**src/hdl/wwd_pkg.sv**
```systemverilog
// Purpose: constants, types and helpers of the windowed watchdog with deep fail-safe entry
// Assumes: clk at 125 MHz; one time base tick every 0.5 ms
// Notes: register offsets are byte addresses of aligned 32-bit words
//
// Operation
// RULE1: deep fail-safe on final faults or long reset
// RULE2: deep fail-safe: regulators off, all outputs asserted
// RULE3: key low to off, key high wakes
// RULE4: power-up long-reset timer from preregulator wait to release
// RULE5: long-reset timer disable only during init phase
// RULE6: long-reset timer restarts at each reset assertion
// RULE7: debug mode: counters run, no pin effect; the code still enters deep fail-safe at the final fault count
// RULE8: fifteen window periods, settable in init or normal
// RULE9: watchdog inhibit writable only during init phase
// RULE10: refresh in open window is good, restarts window
// RULE11: closed-window refresh is wrong, counts, restarts window
// RULE12: any written refresh value is accepted
// RULE13: initial 256 ms window fully open
// RULE14: first good refresh ends init; timeout faults
// RULE15: normal mode uses configured period, default 3 ms
// RULE16: new period at refresh/timeout, immediately when inhibited
// RULE17: fixed half closed, half open window split
// RULE18: error counter plus two, minus one, init-set max
// RULE19: refresh counter at limit lowers fault counter
// RULE20: wrong refresh clears refresh counter
// RULE21: open timeout counts as wrong refresh
// RULE22: refresh fault impact selects reset and/or safe output
// RULE23: fault counter plus one per reset/safe assertion
// RULE24: threshold select gives 3/6 or 1/2
// RULE25: all timing from own-clock counters, cleared at reset
package wwd_pkg;

    localparam int CLK_PERIOD_NS = 8;
    localparam int TICK_NS = 500000;
    localparam int TICK_CYC_DEF = TICK_NS / CLK_PERIOD_NS;
    localparam int TICKS_PER_MS = 1000000 / TICK_NS;

    localparam int INIT_WIN_MS = 256;
    localparam int LONG_RESET_MS = 8000;
    localparam int PWRUP_RELEASE_US = 16500;
    localparam int RESET_LOW_MS = 10;

    localparam logic [9:0] INIT_LAST = 10'(INIT_WIN_MS * TICKS_PER_MS - 1);
    localparam logic [14:0] LONG_TICKS = 15'(LONG_RESET_MS * TICKS_PER_MS);
    localparam logic [5:0] PWRUP_LAST = 6'((PWRUP_RELEASE_US * 1000) / TICK_NS - 1);
    localparam logic [5:0] RSTLOW_LAST = 6'(RESET_LOW_MS * TICKS_PER_MS - 1);

    localparam logic [7:0] CFG_OFS = 8'h00;
    localparam logic [7:0] WIN_OFS = 8'h04;
    localparam logic [7:0] REF_OFS = 8'h08;
    localparam logic [7:0] STAT_OFS = 8'h0c;

    localparam logic [3:0] WIN_SEL_RST = 4'h2;
    localparam logic [3:0] ERR_INC = 4'h2;
    localparam logic [2:0] FLT_INT_LO = 3'h3;
    localparam logic [2:0] FLT_FIN_LO = 3'h6;
    localparam logic [2:0] FLT_INT_HI = 3'h1;
    localparam logic [2:0] FLT_FIN_HI = 3'h2;
    localparam logic [15:0] LFSR_RST = 16'hace1;
    localparam logic [15:0] LFSR_TAPS = 16'hb400;

    typedef struct packed {
        logic [2:0] refLimit;
        logic [2:0] errMax;
        logic thrSel;
        logic [1:0] impact;
        logic lrtDis;
        logic inhibit;
    } wwd_cfg_t;

    localparam wwd_cfg_t CFG_RST = '{refLimit: 3'h6, errMax: 3'h6, thrSel: 1'b0,
                                     impact: 2'h3, lrtDis: 1'b0, inhibit: 1'b0};

    typedef struct packed {
        logic preregWait;
        logic deepFsSelect;
        logic keySense;
        logic debugPin;
        logic keepAliveWasOn;
    } wwd_pins_t;

    // half a window in 0.5 ms ticks equals the period in ms
    function automatic logic [10:0] wwd_half_ticks(input logic [3:0] sel);
        unique case (sel)
            4'h0: wwd_half_ticks = 11'd1;
            4'h1: wwd_half_ticks = 11'd2;
            4'h2: wwd_half_ticks = 11'd3;
            4'h3: wwd_half_ticks = 11'd4;
            4'h4: wwd_half_ticks = 11'd6;
            4'h5: wwd_half_ticks = 11'd8;
            4'h6: wwd_half_ticks = 11'd12;
            4'h7: wwd_half_ticks = 11'd16;
            4'h8: wwd_half_ticks = 11'd24;
            4'h9: wwd_half_ticks = 11'd32;
            4'ha: wwd_half_ticks = 11'd64;
            4'hb: wwd_half_ticks = 11'd128;
            4'hc: wwd_half_ticks = 11'd256;
            4'hd: wwd_half_ticks = 11'd512;
            default: wwd_half_ticks = 11'd1024;
        endcase
    endfunction : wwd_half_ticks

endpackage : wwd_pkg

```
**src/hdl/wwd_sync.sv**
```systemverilog
// Purpose: two-flop synchroniser for pins from outside the clock domain
// Assumes: inputs are slow levels
// Notes: only the second stage is visible
`timescale 1ns/1ps
module wwd_sync #(
    parameter int W = 1
) (
    input wire logic clk,
    input wire logic rstSync_n,
    input wire logic [W-1:0] din,
    output logic [W-1:0] dout
);
    logic [W-1:0] stage1;

    always_ff @(posedge clk or negedge rstSync_n) begin
        if (!rstSync_n) begin
            stage1 <= '0;
            dout <= '0;
        end else begin
            stage1 <= din;
            dout <= stage1;
        end
    end
endmodule : wwd_sync

```
**src/hdl/wwd_tick.sv**
```systemverilog
// Purpose: 0.5 ms time base from the own oscillator
// Assumes: CYCLES is at least 2
// Notes: clr restarts the prescaler so short windows keep their length
`timescale 1ns/1ps
module wwd_tick #(
    parameter int CYCLES = 62500
) (
    input wire logic clk,
    input wire logic rstSync_n,
    input wire logic clr,
    output logic tick
);
    logic [16:0] cnt;
    wire logic atEnd = (cnt == 17'(CYCLES - 1));

    always_ff @(posedge clk or negedge rstSync_n) begin
        if (!rstSync_n) begin
            cnt <= '0;
            tick <= 1'b0;
        end else begin
            cnt <= (clr || atEnd) ? '0 : cnt + 17'd1;
            tick <= atEnd && !clr;
        end
    end
endmodule : wwd_tick

```
**src/hdl/wwd_top.sv**
```systemverilog
// Purpose: windowed watchdog, fault counting and deep fail-safe entry
// Assumes: APB master per the protocol; pins are asynchronous levels
// Notes: all pin outputs are active low where named _n
//
// The address map and the APB interface to the registers were chosen for this implementation.
`timescale 1ns/1ps
module wwd_top import wwd_pkg::*; #(
    parameter int TICK_CYCLES = TICK_CYC_DEF
) (
    input wire logic clk,
    input wire logic rst_n,
    input wire logic psel,
    input wire logic penable,
    input wire logic pwrite,
    input wire logic [7:0] paddr,
    input wire logic [31:0] pwdata,
    output logic [31:0] prdata,
    output logic pready,
    output logic pslverr,
    input wire wwd_pins_t pinsIn,
    output logic mcuResetLine_n,
    output logic primarySafeOutput_n,
    output logic secondarySafeOutput_n,
    output logic regulatorsOn,
    output logic keepAliveSupplyOn,
    output logic deepFailSafe,
    output logic wakeUp
);

    typedef enum logic [4:0] {
        S_PWR = 5'b00001,
        S_INIT = 5'b00010,
        S_NORM = 5'b00100,
        S_DEEP = 5'b01000,
        S_OFF = 5'b10000
    } wwd_state_t;

    ////////////////////////////////////////////////////////////////////////
    // reset release and pin synchronisation

    logic rstQ1;
    logic rstSync_n;

    always_ff @(posedge clk or negedge rst_n) begin
        if (!rst_n) begin
            rstQ1 <= 1'b0;
            rstSync_n <= 1'b0;
        end else begin
            rstQ1 <= 1'b1;
            rstSync_n <= rstQ1;
        end
    end

    wwd_pins_t pins;

    wwd_sync #(.W($bits(wwd_pins_t))) u_sync (
        .clk(clk),
        .rstSync_n(rstSync_n),
        .din(pinsIn),
        .dout(pins)
    );

    ////////////////////////////////////////////////////////////////////////
    // state and counters

    wwd_state_t state;
    wwd_cfg_t cfg;
    logic [3:0] winSel;
    logic [10:0] curHalf;
    logic [10:0] halfCnt;
    logic winOpen;
    logic [9:0] initCnt;
    logic [3:0] wdErr;
    logic [2:0] refCnt;
    logic [2:0] faultCnt;
    logic rstLow;
    logic [5:0] rstCnt;
    logic [14:0] lrCnt;
    logic safeLow;
    logic debugMode;
    logic keepAliveHeld;
    logic [15:0] lfsr;
    logic tick;

    ////////////////////////////////////////////////////////////////////////
    // apb decode

    wire logic accPhase = psel && penable && !pready;
    wire logic wrEn = psel && penable && pready && pwrite;
    wire logic hitCfg = (paddr == CFG_OFS);
    wire logic hitWin = (paddr == WIN_OFS);
    wire logic hitRef = (paddr == REF_OFS);
    wire logic hitStat = (paddr == STAT_OFS);
    wire logic mapped = hitCfg || hitWin || hitRef || hitStat;

    wire logic inInit = (state == S_INIT);
    wire logic inNorm = (state == S_NORM);
    wire logic active = inInit || inNorm;

    // init-only configuration locks at the first good refresh
    wire logic wrCfg = wrEn && hitCfg && inInit; // see RULE5 see RULE9
    wire logic wrWin = wrEn && hitWin && active; // see RULE8
    wire logic wrRef = wrEn && hitRef && active; // see RULE12

    wire logic [31:0] statWord = {14'h0, state, debugMode, winOpen, safeLow, rstLow,
                                  faultCnt, refCnt, wdErr[2:0]};
    wire logic [31:0] rdMux = hitCfg ? {21'h0, cfg} :
                              hitWin ? {28'h0, winSel} :
                              hitRef ? {16'h0, lfsr} :
                              hitStat ? statWord : 32'h0;

    ////////////////////////////////////////////////////////////////////////
    // watchdog window events

    wire logic wdRun = active && !cfg.inhibit && !rstLow;
    wire logic halfEnd = tick && (halfCnt == curHalf - 11'd1); // see RULE17
    wire logic initTimeout = inInit && wdRun && tick && (initCnt == INIT_LAST); // see RULE13 see RULE14
    wire logic goodRef = wdRun && wrRef && (inInit || winOpen); // see RULE10 see RULE14
    wire logic badWrite = wdRun && wrRef && inNorm && !winOpen; // see RULE11
    wire logic timeout = wdRun && inNorm && winOpen && halfEnd; // see RULE21
    wire logic wrong = badWrite || timeout;
    wire logic [3:0] errSum = wdErr + ERR_INC; // see RULE18
    wire logic errHit = wrong && (errSum >= {1'b0, cfg.errMax});

    // debug suppresses the pin effect only, counters keep going
    wire logic rstReq = !debugMode && (initTimeout || (errHit && cfg.impact[0])); // see RULE7 see RULE22
    wire logic safeReq = !debugMode && (initTimeout || (errHit && cfg.impact[1])); // see RULE7 see RULE22
    wire logic faultInc = initTimeout || errHit; // see RULE23
    wire logic refAtLimit = (refCnt == cfg.refLimit);
    wire logic faultDec = goodRef && inNorm && refAtLimit && (faultCnt != 3'h0); // see RULE19

    wire logic [2:0] fltInter = cfg.thrSel ? FLT_INT_HI : FLT_INT_LO; // see RULE24
    wire logic [2:0] fltFinal = cfg.thrSel ? FLT_FIN_HI : FLT_FIN_LO; // see RULE24

    ////////////////////////////////////////////////////////////////////////
    // long reset timer and state moves

    wire logic lrRun = rstLow && !cfg.lrtDis && (state != S_PWR || pins.preregWait); // see RULE4 see RULE5
    wire logic lrExpired = (lrCnt == LONG_TICKS);
    wire logic canDeep = pins.deepFsSelect && (state == S_PWR || active);
    wire logic goDeep = canDeep && (lrExpired || (faultCnt >= fltFinal)); // see RULE1
    wire logic pwrRelease = (state == S_PWR) && pins.preregWait && tick && (rstCnt == PWRUP_LAST);
    wire logic rstRelease = active && rstLow && tick && (rstCnt == RSTLOW_LAST);
    wire logic wake = (state == S_OFF) && pins.keySense; // see RULE3
    wire logic tickClr = goodRef || wrong || initTimeout || rstReq || pwrRelease;

    wwd_tick #(.CYCLES(TICK_CYCLES)) u_tick (
        .clk(clk),
        .rstSync_n(rstSync_n),
        .clr(tickClr),
        .tick(tick)
    );

    wwd_state_t next_state;

    always_comb begin
        next_state = state;
        unique case (state)
            S_PWR: begin
                if (goDeep) begin
                    next_state = S_DEEP;
                end else if (pwrRelease) begin
                    next_state = S_INIT;
                end
            end
            S_INIT: begin
                if (goDeep) begin
                    next_state = S_DEEP;
                end else if (goodRef) begin
                    next_state = S_NORM;
                end
            end
            S_NORM: begin
                if (goDeep) begin
                    next_state = S_DEEP;
                end else if (rstReq) begin
                    next_state = S_INIT;
                end
            end
            S_DEEP: begin
                if (!pins.keySense) begin
                    next_state = S_OFF; // see RULE3
                end
            end
            S_OFF: begin
                if (wake) begin
                    next_state = S_PWR;
                end
            end
        endcase
    end

    always_ff @(posedge clk or negedge rstSync_n) begin
        if (!rstSync_n) begin
            state <= S_PWR;
        end else begin
            state <= next_state;
        end
    end

    ////////////////////////////////////////////////////////////////////////
    // configuration registers, wiped again at wake-up

    always_ff @(posedge clk or negedge rstSync_n) begin
        if (!rstSync_n) begin
            cfg <= CFG_RST;
            winSel <= WIN_SEL_RST;
        end else if (wake) begin
            cfg <= CFG_RST;
            winSel <= WIN_SEL_RST;
        end else begin
            if (wrCfg) begin
                cfg <= wwd_cfg_t'(pwdata[$bits(wwd_cfg_t)-1:0]);
            end
            if (wrWin) begin
                winSel <= pwdata[3:0];
            end
        end
    end

    ////////////////////////////////////////////////////////////////////////
    // window timing

    always_ff @(posedge clk or negedge rstSync_n) begin
        if (!rstSync_n) begin
            curHalf <= wwd_half_ticks(WIN_SEL_RST); // see RULE25
            halfCnt <= '0;
            winOpen <= 1'b0;
            initCnt <= '0;
        end else if (!wdRun) begin
            halfCnt <= '0;
            winOpen <= 1'b0;
            initCnt <= '0;
            if (wrWin && cfg.inhibit) begin
                curHalf <= wwd_half_ticks(pwdata[3:0]); // see RULE16
            end
        end else if (goodRef || wrong) begin
            // pending period is applied at a window restart; an inhibited watchdog takes a new period at the write
            curHalf <= wwd_half_ticks(winSel); // see RULE15 see RULE16
            halfCnt <= '0;
            winOpen <= 1'b0; // see RULE10 see RULE11
        end else if (inInit) begin
            initCnt <= tick ? initCnt + 10'd1 : initCnt;
        end else if (halfEnd) begin
            halfCnt <= '0;
            winOpen <= 1'b1; // see RULE21
        end else if (tick) begin
            halfCnt <= halfCnt + 11'd1;
        end
    end

    ////////////////////////////////////////////////////////////////////////
    // error, refresh and fault counters

    always_ff @(posedge clk or negedge rstSync_n) begin
        if (!rstSync_n) begin
            wdErr <= '0;
            refCnt <= '0;
            faultCnt <= '0;
        end else if (wake) begin
            wdErr <= '0;
            refCnt <= '0;
            faultCnt <= '0;
        end else begin
            if (errHit) begin
                wdErr <= '0;
            end else if (wrong) begin
                wdErr <= errSum; // see RULE18
            end else if (goodRef && wdErr != 4'h0) begin
                wdErr <= wdErr - 4'h1; // see RULE18
            end
            if (wrong) begin
                refCnt <= '0; // see RULE20
            end else if (goodRef) begin
                refCnt <= refAtLimit ? 3'h0 : refCnt + 3'h1; // see RULE19
            end
            if (faultInc && faultCnt != FLT_FIN_LO) begin
                faultCnt <= faultCnt + 3'h1; // see RULE23
            end else if (faultDec && !faultInc) begin
                faultCnt <= faultCnt - 3'h1;
            end
        end
    end

    ////////////////////////////////////////////////////////////////////////
    // reset line, safe output, long reset timer

    always_ff @(posedge clk or negedge rstSync_n) begin
        if (!rstSync_n) begin
            rstLow <= 1'b1;
            rstCnt <= '0;
            lrCnt <= '0;
            safeLow <= 1'b0;
        end else if (wake) begin
            rstLow <= 1'b1;
            rstCnt <= '0;
            lrCnt <= '0;
            safeLow <= 1'b0;
        end else begin
            if (rstReq) begin
                rstLow <= 1'b1;
                rstCnt <= '0;
                lrCnt <= '0; // see RULE6
            end else if (pwrRelease || rstRelease) begin
                rstLow <= 1'b0; // see RULE4
                rstCnt <= '0;
            end else if (tick && rstLow && (state == S_PWR ? pins.preregWait : active)) begin
                rstCnt <= rstCnt + 6'h1;
            end
            if (!rstLow || rstReq) begin
                lrCnt <= '0;
            end else if (lrRun && tick && !lrExpired) begin
                lrCnt <= lrCnt + 15'h1; // see RULE25
            end
            if (safeReq || (faultCnt >= fltInter && !debugMode)) begin
                safeLow <= 1'b1; // see RULE22 see RULE24
            end else if (faultCnt == 3'h0) begin
                safeLow <= 1'b0;
            end
        end
    end

    ////////////////////////////////////////////////////////////////////////
    // start-up strap, lfsr, pins and bus answer

    always_ff @(posedge clk or negedge rstSync_n) begin
        if (!rstSync_n) begin
            debugMode <= 1'b0;
            keepAliveHeld <= 1'b0;
            lfsr <= LFSR_RST;
        end else begin
            if (pwrRelease) begin
                debugMode <= pins.debugPin; // see RULE7
                keepAliveHeld <= pins.keepAliveWasOn;
            end
            // refresh reads return the lfsr; written refresh content is never checked
            lfsr <= (lfsr >> 1) ^ (lfsr[0] ? LFSR_TAPS : 16'h0000); // see RULE12
        end
    end

    wire logic inDeep = (state == S_DEEP) || (state == S_OFF);

    always_ff @(posedge clk or negedge rstSync_n) begin
        if (!rstSync_n) begin
            mcuResetLine_n <= 1'b0;
            primarySafeOutput_n <= 1'b0;
            secondarySafeOutput_n <= 1'b0;
            regulatorsOn <= 1'b0;
            keepAliveSupplyOn <= 1'b0;
            deepFailSafe <= 1'b0;
            wakeUp <= 1'b0;
            prdata <= '0;
            pready <= 1'b0;
            pslverr <= 1'b0;
        end else begin
            mcuResetLine_n <= !(rstLow || inDeep); // see RULE2
            primarySafeOutput_n <= !(safeLow || inDeep); // see RULE2
            secondarySafeOutput_n <= !(safeLow || inDeep);
            regulatorsOn <= !inDeep; // see RULE2
            keepAliveSupplyOn <= inDeep ? keepAliveHeld : 1'b1;
            deepFailSafe <= (state == S_DEEP);
            wakeUp <= wake; // see RULE3
            prdata <= (accPhase && !pwrite) ? rdMux : 32'h0;
            pready <= accPhase;
            pslverr <= accPhase && !mapped;
        end
    end

endmodule : wwd_top

```
**config.mk**
```make
export PLATFORM = sky130hd
export DESIGN_NAME = wwd_top
export DESIGN_NICKNAME = d
export VERILOG_FILES = /design/src/hdl/wwd_pkg.sv /design/src/hdl/wwd_sync.sv /design/src/hdl/wwd_tick.sv /design/src/hdl/wwd_top.sv
export SDC_FILE = /design/constraint.sdc
export NUM_CORES = 1
export LEC_CHECK = 0
export BUFFER_PORTS_ARGS = -buffer_cell sky130_fd_sc_hd__buf_2
export CORE_MARGIN = 2
export CORE_UTILIZATION = 40
export DETAILED_ROUTE_END_ITERATION = 10
export SYNTH_ARGS = -nofsm -noshare
export SYNTH_HDL_FRONTEND = slang
export SYNTH_SLANG_ARGS = --single-unit
export TNS_END_PERCENT = 50
```
**constraint.sdc**
```tcl
create_clock -name clk -period 10.2 [get_ports clk]
set_clock_uncertainty 0.05 [all_clocks]
set_input_delay 2.04 -clock clk [delete_from_list [all_inputs] [get_ports clk]]
set_output_delay 2.04 -clock clk [all_outputs]
set_load 0.05 [all_outputs]
```
==> results of run 1 <==
-- placed cells by master (no fill, tap or decap), types with 4 or more instances in the layout --
master,instances
a31oi_1,6
buf_4,4
nand2_1,68
clkbuf_16,17
xnor2_1,30
nand3b_1,4
dfrtp_1,140
inv_6,4
nor3_1,31
nor3b_1,4
inv_1,37
a41oi_1,4
o21ai_1,6
o211ai_1,5
conb_1,15
xor2_1,34
o21ai_0,28
and3_1,12
nand2b_1,6
dfstp_2,19
nor2_2,5
nand4_1,18
nor4_1,10
nor2_1,98
or3_1,14
buf_2,55
or4_1,4
nand3_1,49
a221oi_1,5
a22oi_1,15
ha_1,26
nor2b_1,4
a21oi_1,36
mux2i_1,20
a211oi_1,4
-- how the worst min path moves through the flow --
stage,startpoint,end,slack [ns],cells past startpoint
after floorplan,rstQ1,rstSync_n,0.28,0
after global placement,u_sync.stage1[4],u_sync.dout[4],0.29,0
after detailed placement,rstQ1,rstSync_n,0.29,0
after CTS,u_sync.stage1[0],u_sync.dout[0],0.30,0
after global routing,u_sync.stage1[0],u_sync.dout[0],0.31,0
final,u_sync.stage1[1],u_sync.dout[1],0.30,0
-- logic make-up after synthesis --
logic type      after synthesis  synth area share, %
mux                          26                 3.36
fa+ha+maj                    27                 4.11
other cells                   2               0.0894
buf+inv                      88                 4.94
simple gates                350                 21.2
compound gates              141                 11.7
xor+xnor                     64                 6.67
flops                       160                 47.9
-- routing by layer --
metal,GRT usage [%],vias to the layer above
li1,-,3064
met1,24.1,3029
met2,26.8,93
met3,2.84,24
met4,5.48,0
met5,0,-
-- layout make-up --
| class | instances | share of cell area [%] |
|---|---|---|
| well taps | 275 | 3.65 |
| multi-input cells | 623 | 42.6 |
| flip-flops and latches | 160 | 42.8 |
| repair buffers | 59 | 3.24 |
| clock inverters | 14 | 1.54 |
| inverters | 37 | 1.48 |
| clock buffers | 18 | 4.67 |
-- state kept, by name, summed over array words and instances, names as in the netlist, 6 cells and up --
name / count
prdata: 18
curHalf: 11
halfCnt: 11
u_tick.cnt: 17
lfsr: 16
initCnt: 10
lrCnt: 15
rstCnt: 6
cfg: 11
-- through the flow --
step	cells	hold slack [ns]	power, mW
6_report	1186	0.301	1.36
3_3_place_gp	1154	0.285	0.742
4_1_cts	1186	0.302	1.38
3_5_place_dp	1154	0.287	0.742
2_1_floorplan	871	0.281	0.726
5_1_grt	1186	0.307	1.42
-- worst register-to-register path, stage by stage (launching register included) --
cell	delay [ns]
dfstp_2	0.65
inv_1	0.07
ha_1	0.32
o21bai_1	0.23
a2111oi_0	0.75
o311ai_2	0.21
o21ai_2	0.53
nor2_4	0.19
o21ai_1	0.42
o211a_1	0.21
-- power by group --
group	internal (mW)	switching (mW)
clock	0.351	0.282
sequential	0.649	0.0211
combinational	0.0198	0.0398
==> run_results.csv, run 1 <==
group,metric,value,unit
synth,synth_area_leaders,"dfrtp_1 42%, dfstp_2 5.9%, nor2_1 4.4%, ha_1 3.9%, xor2_1 3.5%",
clocking,cts_resized,0,
synth,synth.largest_area_cell,"dfrtp_1",
setup_path,r2r_cells,9,
clocking,numCtsBuffers,17,
clocking,clk_pin_slew,0.07,ns
setup_path,crit_fanout,20,
finish,finish.utilization,45.2,%
clocking,clk_latency,0.44,ns
drt,wl_per_cell,15.3,um
placed_design,pre_cts_slack,5.21,ns
drt,post_drt_via_cell_ratio,5.24,
setup_path,cp-start-kind,"input port",
drt,firstDrtPassIters,5,
finish,drive_above_1_share,15.5,%
synth,synth.cells.most_frequent,"141 x dfrtp_1, 98 x nor2_1, 68 x nand2_1, 49 x nand3_1, 37 x inv_1",
global_route,grt_pass1_vias,5966,
global_route,antenna_found_initial,0,
synth,ys_warn_count,0,
floorplan,ios,91,
setup_path,timing.rr.start,"curHalf[0]",
setup_path,crit_chain,"buf_2 > or4_1 > nor4_4 > buf_4 > and3_1 > o21ai_1 > nand3_1 > mux2_1",
timing,finalSetupViolations,0,
timing,final.period_utilization,44.5,%
timing,maxSlewHeadroom,30.1,%
global_route,grt_pass1_wl,30.2,mm
drt,ant_nets,0,
floorplan,dieArea,22200,um^2
finish,seq_area,4030,um^2
setup_path,end_kind,"flop",
placed_design,detailed_place.area,8830,um^2
setup_path,worstPathArrival,4.81,ns
synth,synth_cell_types,81,
finish,fin_area,9410,um^2
synth,async_flop_share,100,%
synth,synthCells,858,
setup_path,cp.required,10.47,ns
setup_path,critPathBufInv,2,
global_route,grt_max_degree,82,
global_route,grt.overflow.total,0,
clocking,ctsHoldBuffers,0,
timing,fin_ws,5.66,ns
run,max-cap-violations,0,
synth,synth_area,8400,um^2
synth,ys.flop_type,"dfrtp_1",
timing,fin_setup_tns,0,ns
drt,wl_met1,8.95,mm
global_route,grt_util_all_layers,17.0,%
finish,diodes,0,
setup_path,crit_path_end,"curHalf[3]",
drt,first_iter_violations,384,
finish,area_growth,12.0,%
setup_path,critPathLaunch,"paddr[5]",
clocking,post-cts-setup-buffer-count,0,
drt,wl,18.2,mm
clocking,root_buffer,"clkbuf_16",
clocking,h-tree-depth,4,
timing,max_freq,220,MHz
drt,dr_wl_met3,610,um
setup_path,r2r-end,"winOpen",
setup_path,r2r_slack,6.51,ns
drt,dr.max_layer_used,"met4",
setup_path,crit_type,"in2reg",
finish,layout.nets,975,
setup_path,crit_family,"simple AND/OR/NAND/NOR gates",
floorplan,die_x,149,um
power,p_per_area,145,nW/um^2
placed_design,gp_congestion,0.826,
timing,post-route-min-period,4.54,ns
synth,ys_ff_latch,160,
floorplan,initial_utilization,40.4,%
timing,rsz0062_at_grt,"false",
clocking,cts.sinks,160,
clocking,clockBufferDepth,2,
floorplan,rows,53,
synth,synth-edff-count,0,
floorplan,core-area,20800,um^2
placed_design,hpwlAfterDp,12.7,mm
timing,slew_violations,0,
drt,wl_met2,8.36,mm
drt,vias,6210,
finish,fillCellCount,1988,
run_status,status,"completed",
synth,syn_area_per_cell,9.80,um^2
floorplan,die_y,149,um
timing,worstMarginPinSlew,1.05,ns
placed_design,portBuffers,55,
synth,yosysMostFrequentCell,"dfrtp_1",
synth,seq_area_frac_synth,47.9,%
hold_path,hold_class,"reg2reg",
clocking,tritoncts,"yes",
setup_path,worstSetupPathDepth,8,
finish,multi_input_area,4010,um^2
power,vdd_drop_max,114,uV
timing,timing_hold_violations_final,0,
drt,drcViolationCount,0,
setup_path,crit_slowest_cell,"or4_1",
synth,synth_top_area_share,42.0,%
power,p_leak,4.26,nW
setup_path,slowest_delay,0.60,ns
Note: power is estimated with default switching activity, not from simulation.
==> run 2, diff against run 1 <==
clock period = 3.93 ns   (was 10.2 ns; I/O delays follow)
==> run 2 against run 1 <==
Critical path depth grew 5; sequential share of layout area down 0.33 points; clock power grew to 2.6 times the previous value; non-clock buffer count is 7 higher; highest routed layer unchanged; largest cell class unchanged; hold slack lost 0.22 ns; routed wire length rose by 0.38%; register-to-register slack worse by 6.1 ns; setup slack worse by 5.2 ns; global-route usage is 0.43 points higher; cell count is 0.59% higher; utilization rose by 0.35 points; power grew to 2.6 times the previous value.
==> run_results.csv, run 2 (synthesized netlist as in run 1, its figures left out) <==
group,metric,value,unit
floorplan,die_x,149,um
finish,drive_above_1_share,16.1,%
setup_path,crit_type,"reg2reg",
global_route,grt_pass1_wl,30.8,mm
timing,maxSlewHeadroom,46.8,%
placed_design,detailed_place.area,8910,um^2
floorplan,ios,91,
timing,post-route-min-period,3.47,ns
placed_design,gp_congestion,0.837,
timing,slew_violations,0,
clocking,post-cts-setup-buffer-count,0,
hold_path,hold_class,"in2async",
setup_path,critPathBufInv,2,
floorplan,core-area,20800,um^2
placed_design,portBuffers,55,
global_route,grt.overflow.total,0,
finish,finish.utilization,45.6,%
global_route,grt_max_degree,61,
timing,fin_ws,0.458,ns
finish,final_cells,1193,
drt,first_iter_violations,401,
clocking,clockBufferDepth,2,
placed_design,pre_cts_slack,0.466,ns
power,p_int,2.60,mW
finish,final_cell_mix,"140 x dfrtp_1, 98 x nor2_1, 68 x nand2_1",
run,max-cap-violations,0,
timing,worstMarginPinSlew,0.798,ns
finish,layout.nets,982,
floorplan,dieArea,22200,um^2
clocking,numCtsBuffers,17,
power,p_sw_share,26.3,%
power,p_sw,0.928,mW
clocking,clk_pin_slew,0.07,ns
clocking,clk_latency,0.43,ns
setup_path,crit_slowest_cell,"dfstp_2",
clocking,ctsHoldBuffers,0,
power,p_comb_share,4.6,%
power,p_leak,4.30,nW
drt,firstDrtPassIters,5,
clocking,cts_resized,0,
power,p_per_area,372,nW/um^2
clocking,h-tree-depth,4,
clocking,root_buffer,"clkbuf_16",
power,p_seq_share,49.2,%
timing,timing_hold_violations_final,0,
run_status,status,"completed",
timing,final.period_utilization,88.4,%
floorplan,die_y,149,um
global_route,grt_util_all_layers,17.5,%
global_route,antenna_found_initial,0,
drt,drcViolationCount,0,
setup_path,cp-start-kind,"flop",
setup_path,crit_fanout,11,
drt,wl_per_cell,15.3,um
drt,post_drt_via_cell_ratio,5.24,
floorplan,initial_utilization,40.4,%
finish,diodes,0,
finish,fin_area,9490,um^2
placed_design,place_inst,1161,
global_route,grt_pass1_vias,6045,
setup_path,cp.required,4.19,ns
timing,rsz0062_at_grt,"false",
drt,vias,6254,
setup_path,end_kind,"flop",
drt,ant_nets,0,
floorplan,rows,53,
power,p_clk_share,46.2,%
placed_design,hpwlAfterDp,12.9,mm
power,vdd_drop_max,281,uV
setup_path,slowest_delay,0.65,ns
finish,largest_reg_flops,18,
finish,largest_register,"prdata",
setup_path,crit_chain,"inv_1 > ha_1 > o21bai_1 > a2111oi_0 > buf_4 > o31ai_1 > o21ai_0 > a21boi_0 > a21oi_1 > fa_1 > nand2_1 > o211ai_1 > o2bb2ai_1",
timing,max_freq,288,MHz
timing,fin_setup_tns,0,ns
setup_path,worstPathArrival,3.73,ns
finish,layout_commonest_cell,"dfrtp_1",
drt,wl,18.3,mm
setup_path,crit_family,"compound AO/OA/AOI/OAI gates",
finish,largestRegisters,"prdata x18, u_tick.cnt x17, lfsr x16",
clocking,tritoncts,"yes",
finish,fillCellCount,2010,
timing,finalSetupViolations,0,
finish,area_growth,12.9,%
clocking,cts.sinks,160,
run 2: changes by cell type in the layout (fill, tap and decap cells not counted):
cell | before | now
buf_4 | 4 | 9
buf_12 | 0 | 2
clkinv_4 | 3 | 1
inv_8 | 3 | 5
bufinv_16 | 1 | 0
clkinv_2 | 1 | 0
clkinv_8 | 0 | 1
inv_6 | 4 | 5
run 2: metal layers:
metal,part of all wire (%),GRT usage (%)
met1,49,24.8
met2,47,27.6
met3,3.0,3.09
met4,1.3,4.76
met5,0,0
run 2: final cells by class:
type	count	area [um^2]	share of cell area (%)
clock buffers	18	439	4.63
clock inverters	14	140	1.48
inverters	37	139	1.46
multi-input cells	623	4010	42.3
flip-flops and latches	160	4030	42.5
well taps	275	344	3.63
repair buffers	66	383	4.04
run 2: worst paths after layout:
kind	startpoint	to	slack, ns	cells after the start
worst max-delay path	curHalf[0]	faultCnt[2]	0.46	13
worst min-delay path	rst_n	rstSync_n	0.08	1
worst max register to register	curHalf[0]	faultCnt[2]	0.46	13
worst min register to register	u_sync.stage1[4]	u_sync.dout[4]	0.30	0
max in group asynchronous	rstSync_n	cfg[3]	2.64	1
min in group clk	u_sync.stage1[4]	u_sync.dout[4]	0.30	0
run 2: power groups by stage:
stage                     Combinational (mW)  Clock [mW]  Sequential, mW
after global placement                 0.162           0            1.77
final                                  0.164        1.63            1.74
after CTS                              0.165        1.68            1.74
after detailed placement               0.163           0            1.77
after global routing                   0.184        1.75            1.74
after floorplan                        0.113           0            1.77
run 2: stage by stage:
stage          hold slack, ns  power [mW]
2_1_floorplan           0.281        1.88
3_3_place_gp            0.284        1.93
3_5_place_dp            0.285        1.93
4_1_cts                0.0565        3.58
5_1_grt                0.0518        3.68
6_report               0.0763        3.53
==> run 3, diff against run 2 <==
SYNTH_HIERARCHICAL = 1   (was not set)
==> run 3 against run 2 <==
Utilization increased by 0.80 points; maximum frequency decreased by 6.4%; routed wire length increased by 5.4%; cell area increased by 2.1%; die area increased by 0.58%; global-route usage increased by 0.72 points; sequential power increased by 3%; flip-flop and latch count unchanged; critical path depth increased by 2; first-iteration DRC count decreased by 6.7%; combinational power increased to 2.6 times the previous value; largest cell class is now multi-input combinational cells; largest power group is now clock.
==> run_results.csv, run 3 <==
group,metric,value,unit
drt,vias,6584,
synth,seq_area_frac_synth,47.6,%
global_route,antenna_found_initial,0,
synth,synth_top_area_share,41.7,%
timing,worstMarginPinSlew,0.727,ns
clocking,clk_latency,0.43,ns
synth,synth.cells.most_frequent,"141 x dfrtp_1, 91 x nor2_1, 72 x nand2_1, 45 x a21oi_1, 41 x o21ai_0",
clocking,tritoncts,"yes",
setup_path,cp-start-kind,"flop",
synth,ys.flop_type,"dfrtp_1",
timing,finalSetupViolations,0,
timing,rsz0062_at_grt,"false",
synth,synth_area_leaders,"dfrtp_1 42%, dfstp_2 5.9%, mux2i_1 4.5%, nor2_1 4.0%, ha_1 3.8%",
finish,final_cell_mix,"140 x dfrtp_1, 91 x nor2_1, 72 x nand2_1",
setup_path,crit_type,"reg2reg",
timing,fin_setup_tns,0,ns
clocking,post-cts-setup-buffer-count,0,
synth,yosysMostFrequentCell,"dfrtp_1",
drt,wl,19.2,mm
drt,firstDrtPassIters,4,
timing,maxSlewHeadroom,51.3,%
global_route,grt_pass1_vias,6386,
floorplan,ios,91,
drt,ant_nets,0,
timing,post-route-min-period,3.71,ns
clocking,h-tree-depth,4,
run_status,status,"completed",
finish,multi_input_area,4090,um^2
clocking,cts_resized,0,
drt,post_drt_via_cell_ratio,5.39,
hold_path,hold_class,"in2async",
finish,seq_area,4030,um^2
finish,layout.nets,1010,
drt,first_iter_violations,374,
synth,synth_cell_types,73,
timing,final.period_utilization,94.4,%
floorplan,die_x,149,um
clocking,root_buffer,"clkbuf_16",
placed_design,portBuffers,55,
finish,area_growth,14.5,%
clocking,cts.sinks,160,
finish,drive_above_1_share,16.7,%
synth,synth.largest_area_cell,"dfrtp_1",
clocking,clockBufferDepth,2,
floorplan,initial_utilization,40.5,%
synth,syn_area_per_cell,9.71,um^2
placed_design,hpwlAfterDp,13.6,mm
finish,largest_register,"prdata",
setup_path,crit_fanout,5,
synth,synth-edff-count,0,
power,p_leak,4.44,nW
floorplan,core-area,20900,um^2
timing,max_freq,270,MHz
placed_design,detailed_place.area,9030,um^2
finish,largestRegisters,"prdata x18, u_tick/cnt x17, lfsr x16",
power,p_per_area,416,nW/um^2
finish,fillCellCount,2010,
synth,synthCells,871,
clocking,clk_pin_slew,0.06,ns
setup_path,worstPathArrival,4.00,ns
synth,ys_ff_latch,160,
setup_path,cp.required,4.22,ns
global_route,grt.overflow.total,0,
global_route,grt_util_all_layers,18.2,%
global_route,grt_max_degree,80,
timing,timing_hold_violations_final,0,
finish,largest_reg_flops,18,
floorplan,dieArea,22300,um^2
setup_path,end_kind,"flop",
finish,diodes,0,
placed_design,gp_congestion,0.846,
synth,async_flop_share,100,%
synth,ys_warn_count,6,
clocking,numCtsBuffers,17,
run,max-cap-violations,0,
power,power,4.03,mW
global_route,grt_pass1_wl,32.2,mm
power,vdd_drop_max,288,uV
drt,wl_per_cell,15.8,um
floorplan,die_y,149,um
finish,fin_area,9680,um^2
floorplan,rows,53,
finish,layout_commonest_cell,"dfrtp_1",
clocking,ctsHoldBuffers,0,
timing,slew_violations,0,
synth,synth_area,8450,um^2
drt,drcViolationCount,0,
==> run 3: changes by cell type in the layout (fill, tap and decap cells not counted), moves of 9 or more <==
cell     previous run  this run
a21oi_1            36        45
a22oi_1            15         3
buf_4               9        21
mux2i_1            20        38
nand3_1            49        34
nor4_1             10        19
o21ai_0            28        41
xor2_1             34        24
==> run 3: cells by family after synthesis <==
logic type | after synthesis | share of synthesized area, %
adder cells (fa/ha/maj) | 27 | 4.08
XOR/XNOR | 48 | 4.97
flip-flops | 160 | 47.6
multiplexers | 43 | 5.30
buffers and inverters | 79 | 4.62
AND/OR/NAND/NOR | 364 | 22.2
AO/OA/AOI/OAI | 148 | 11.1
other | 2 | 0.0888
==> run 3: power breakdown <==
group          switching [mW]  internal [mW]  leakage (nW)
clock network           0.724           1.08         0.309
logic                   0.283          0.150          2.06
registers              0.0861           1.70          2.07
total                    1.09           2.94          4.44
==> run 3: path summary, 6_finish.rpt <==
check	cells past startpoint	start	slack, ns	to
max reg2reg	15	curHalf[0]	0.22	faultCnt[2]
max in group asynchronous	1	rstSync_n	2.59	refCnt[0]
min	1	rst_n	0.08	rstSync_n
min reg2reg	0	rstSync_n	0.23	u_sync/stage1[1]
min in group clk	0	u_sync/stage1[0]	0.30	u_sync/dout[0]
max	15	curHalf[0]	0.22	faultCnt[2]
==> run 3: cell type report <==
class / count / share of cell area, %
clock buffer: 17 / 4.39
clock inverter: 15 / 2.26
inverter: 32 / 1.24
multi-input combinational: 645 / 42.2
sequential: 160 / 41.6
tap: 275 / 3.55
timing repair buffer: 77 / 4.68
==> run 3: per-stage QoR <==
stage,cells,util [%],hold WS [ns],setup WS (ns)
final,1221,46.4,0.0771,0.221
after global routing,1221,46.4,0.0625,0.0172
after CTS,1221,46.3,0.0637,0.188
after detailed placement,1189,43.2,0.244,0.210
after global placement,1189,43.2,0.243,0.223
after floorplan,884,-,0.281,0.203
==> run 3: per-layer routing <==
layer	vias to the layer above	routed length, um	track usage, %
met5	-	0	0
met4	0	214	5.38
met3	15	787	3.39
met2	147	8780	28.2
met1	3231	9450	25.9
li1	3191	-	-
==> run 3: worst max-delay path, cell delays in order (launching register included) <==
cell and delay (ns):
dfstp_2 0.40, inv_1 0.06, ha_1 0.15, or3b_4 0.40, or4_1 0.52, a211o_1 0.36, or2_1 0.28, o41ai_1 0.25
buf_4 0.18, a21oi_1 0.08, inv_1 0.07, fa_1 0.19, nor4b_2 0.20, o211ai_1 0.14, a21o_1 0.17, a21oi_1 0.11
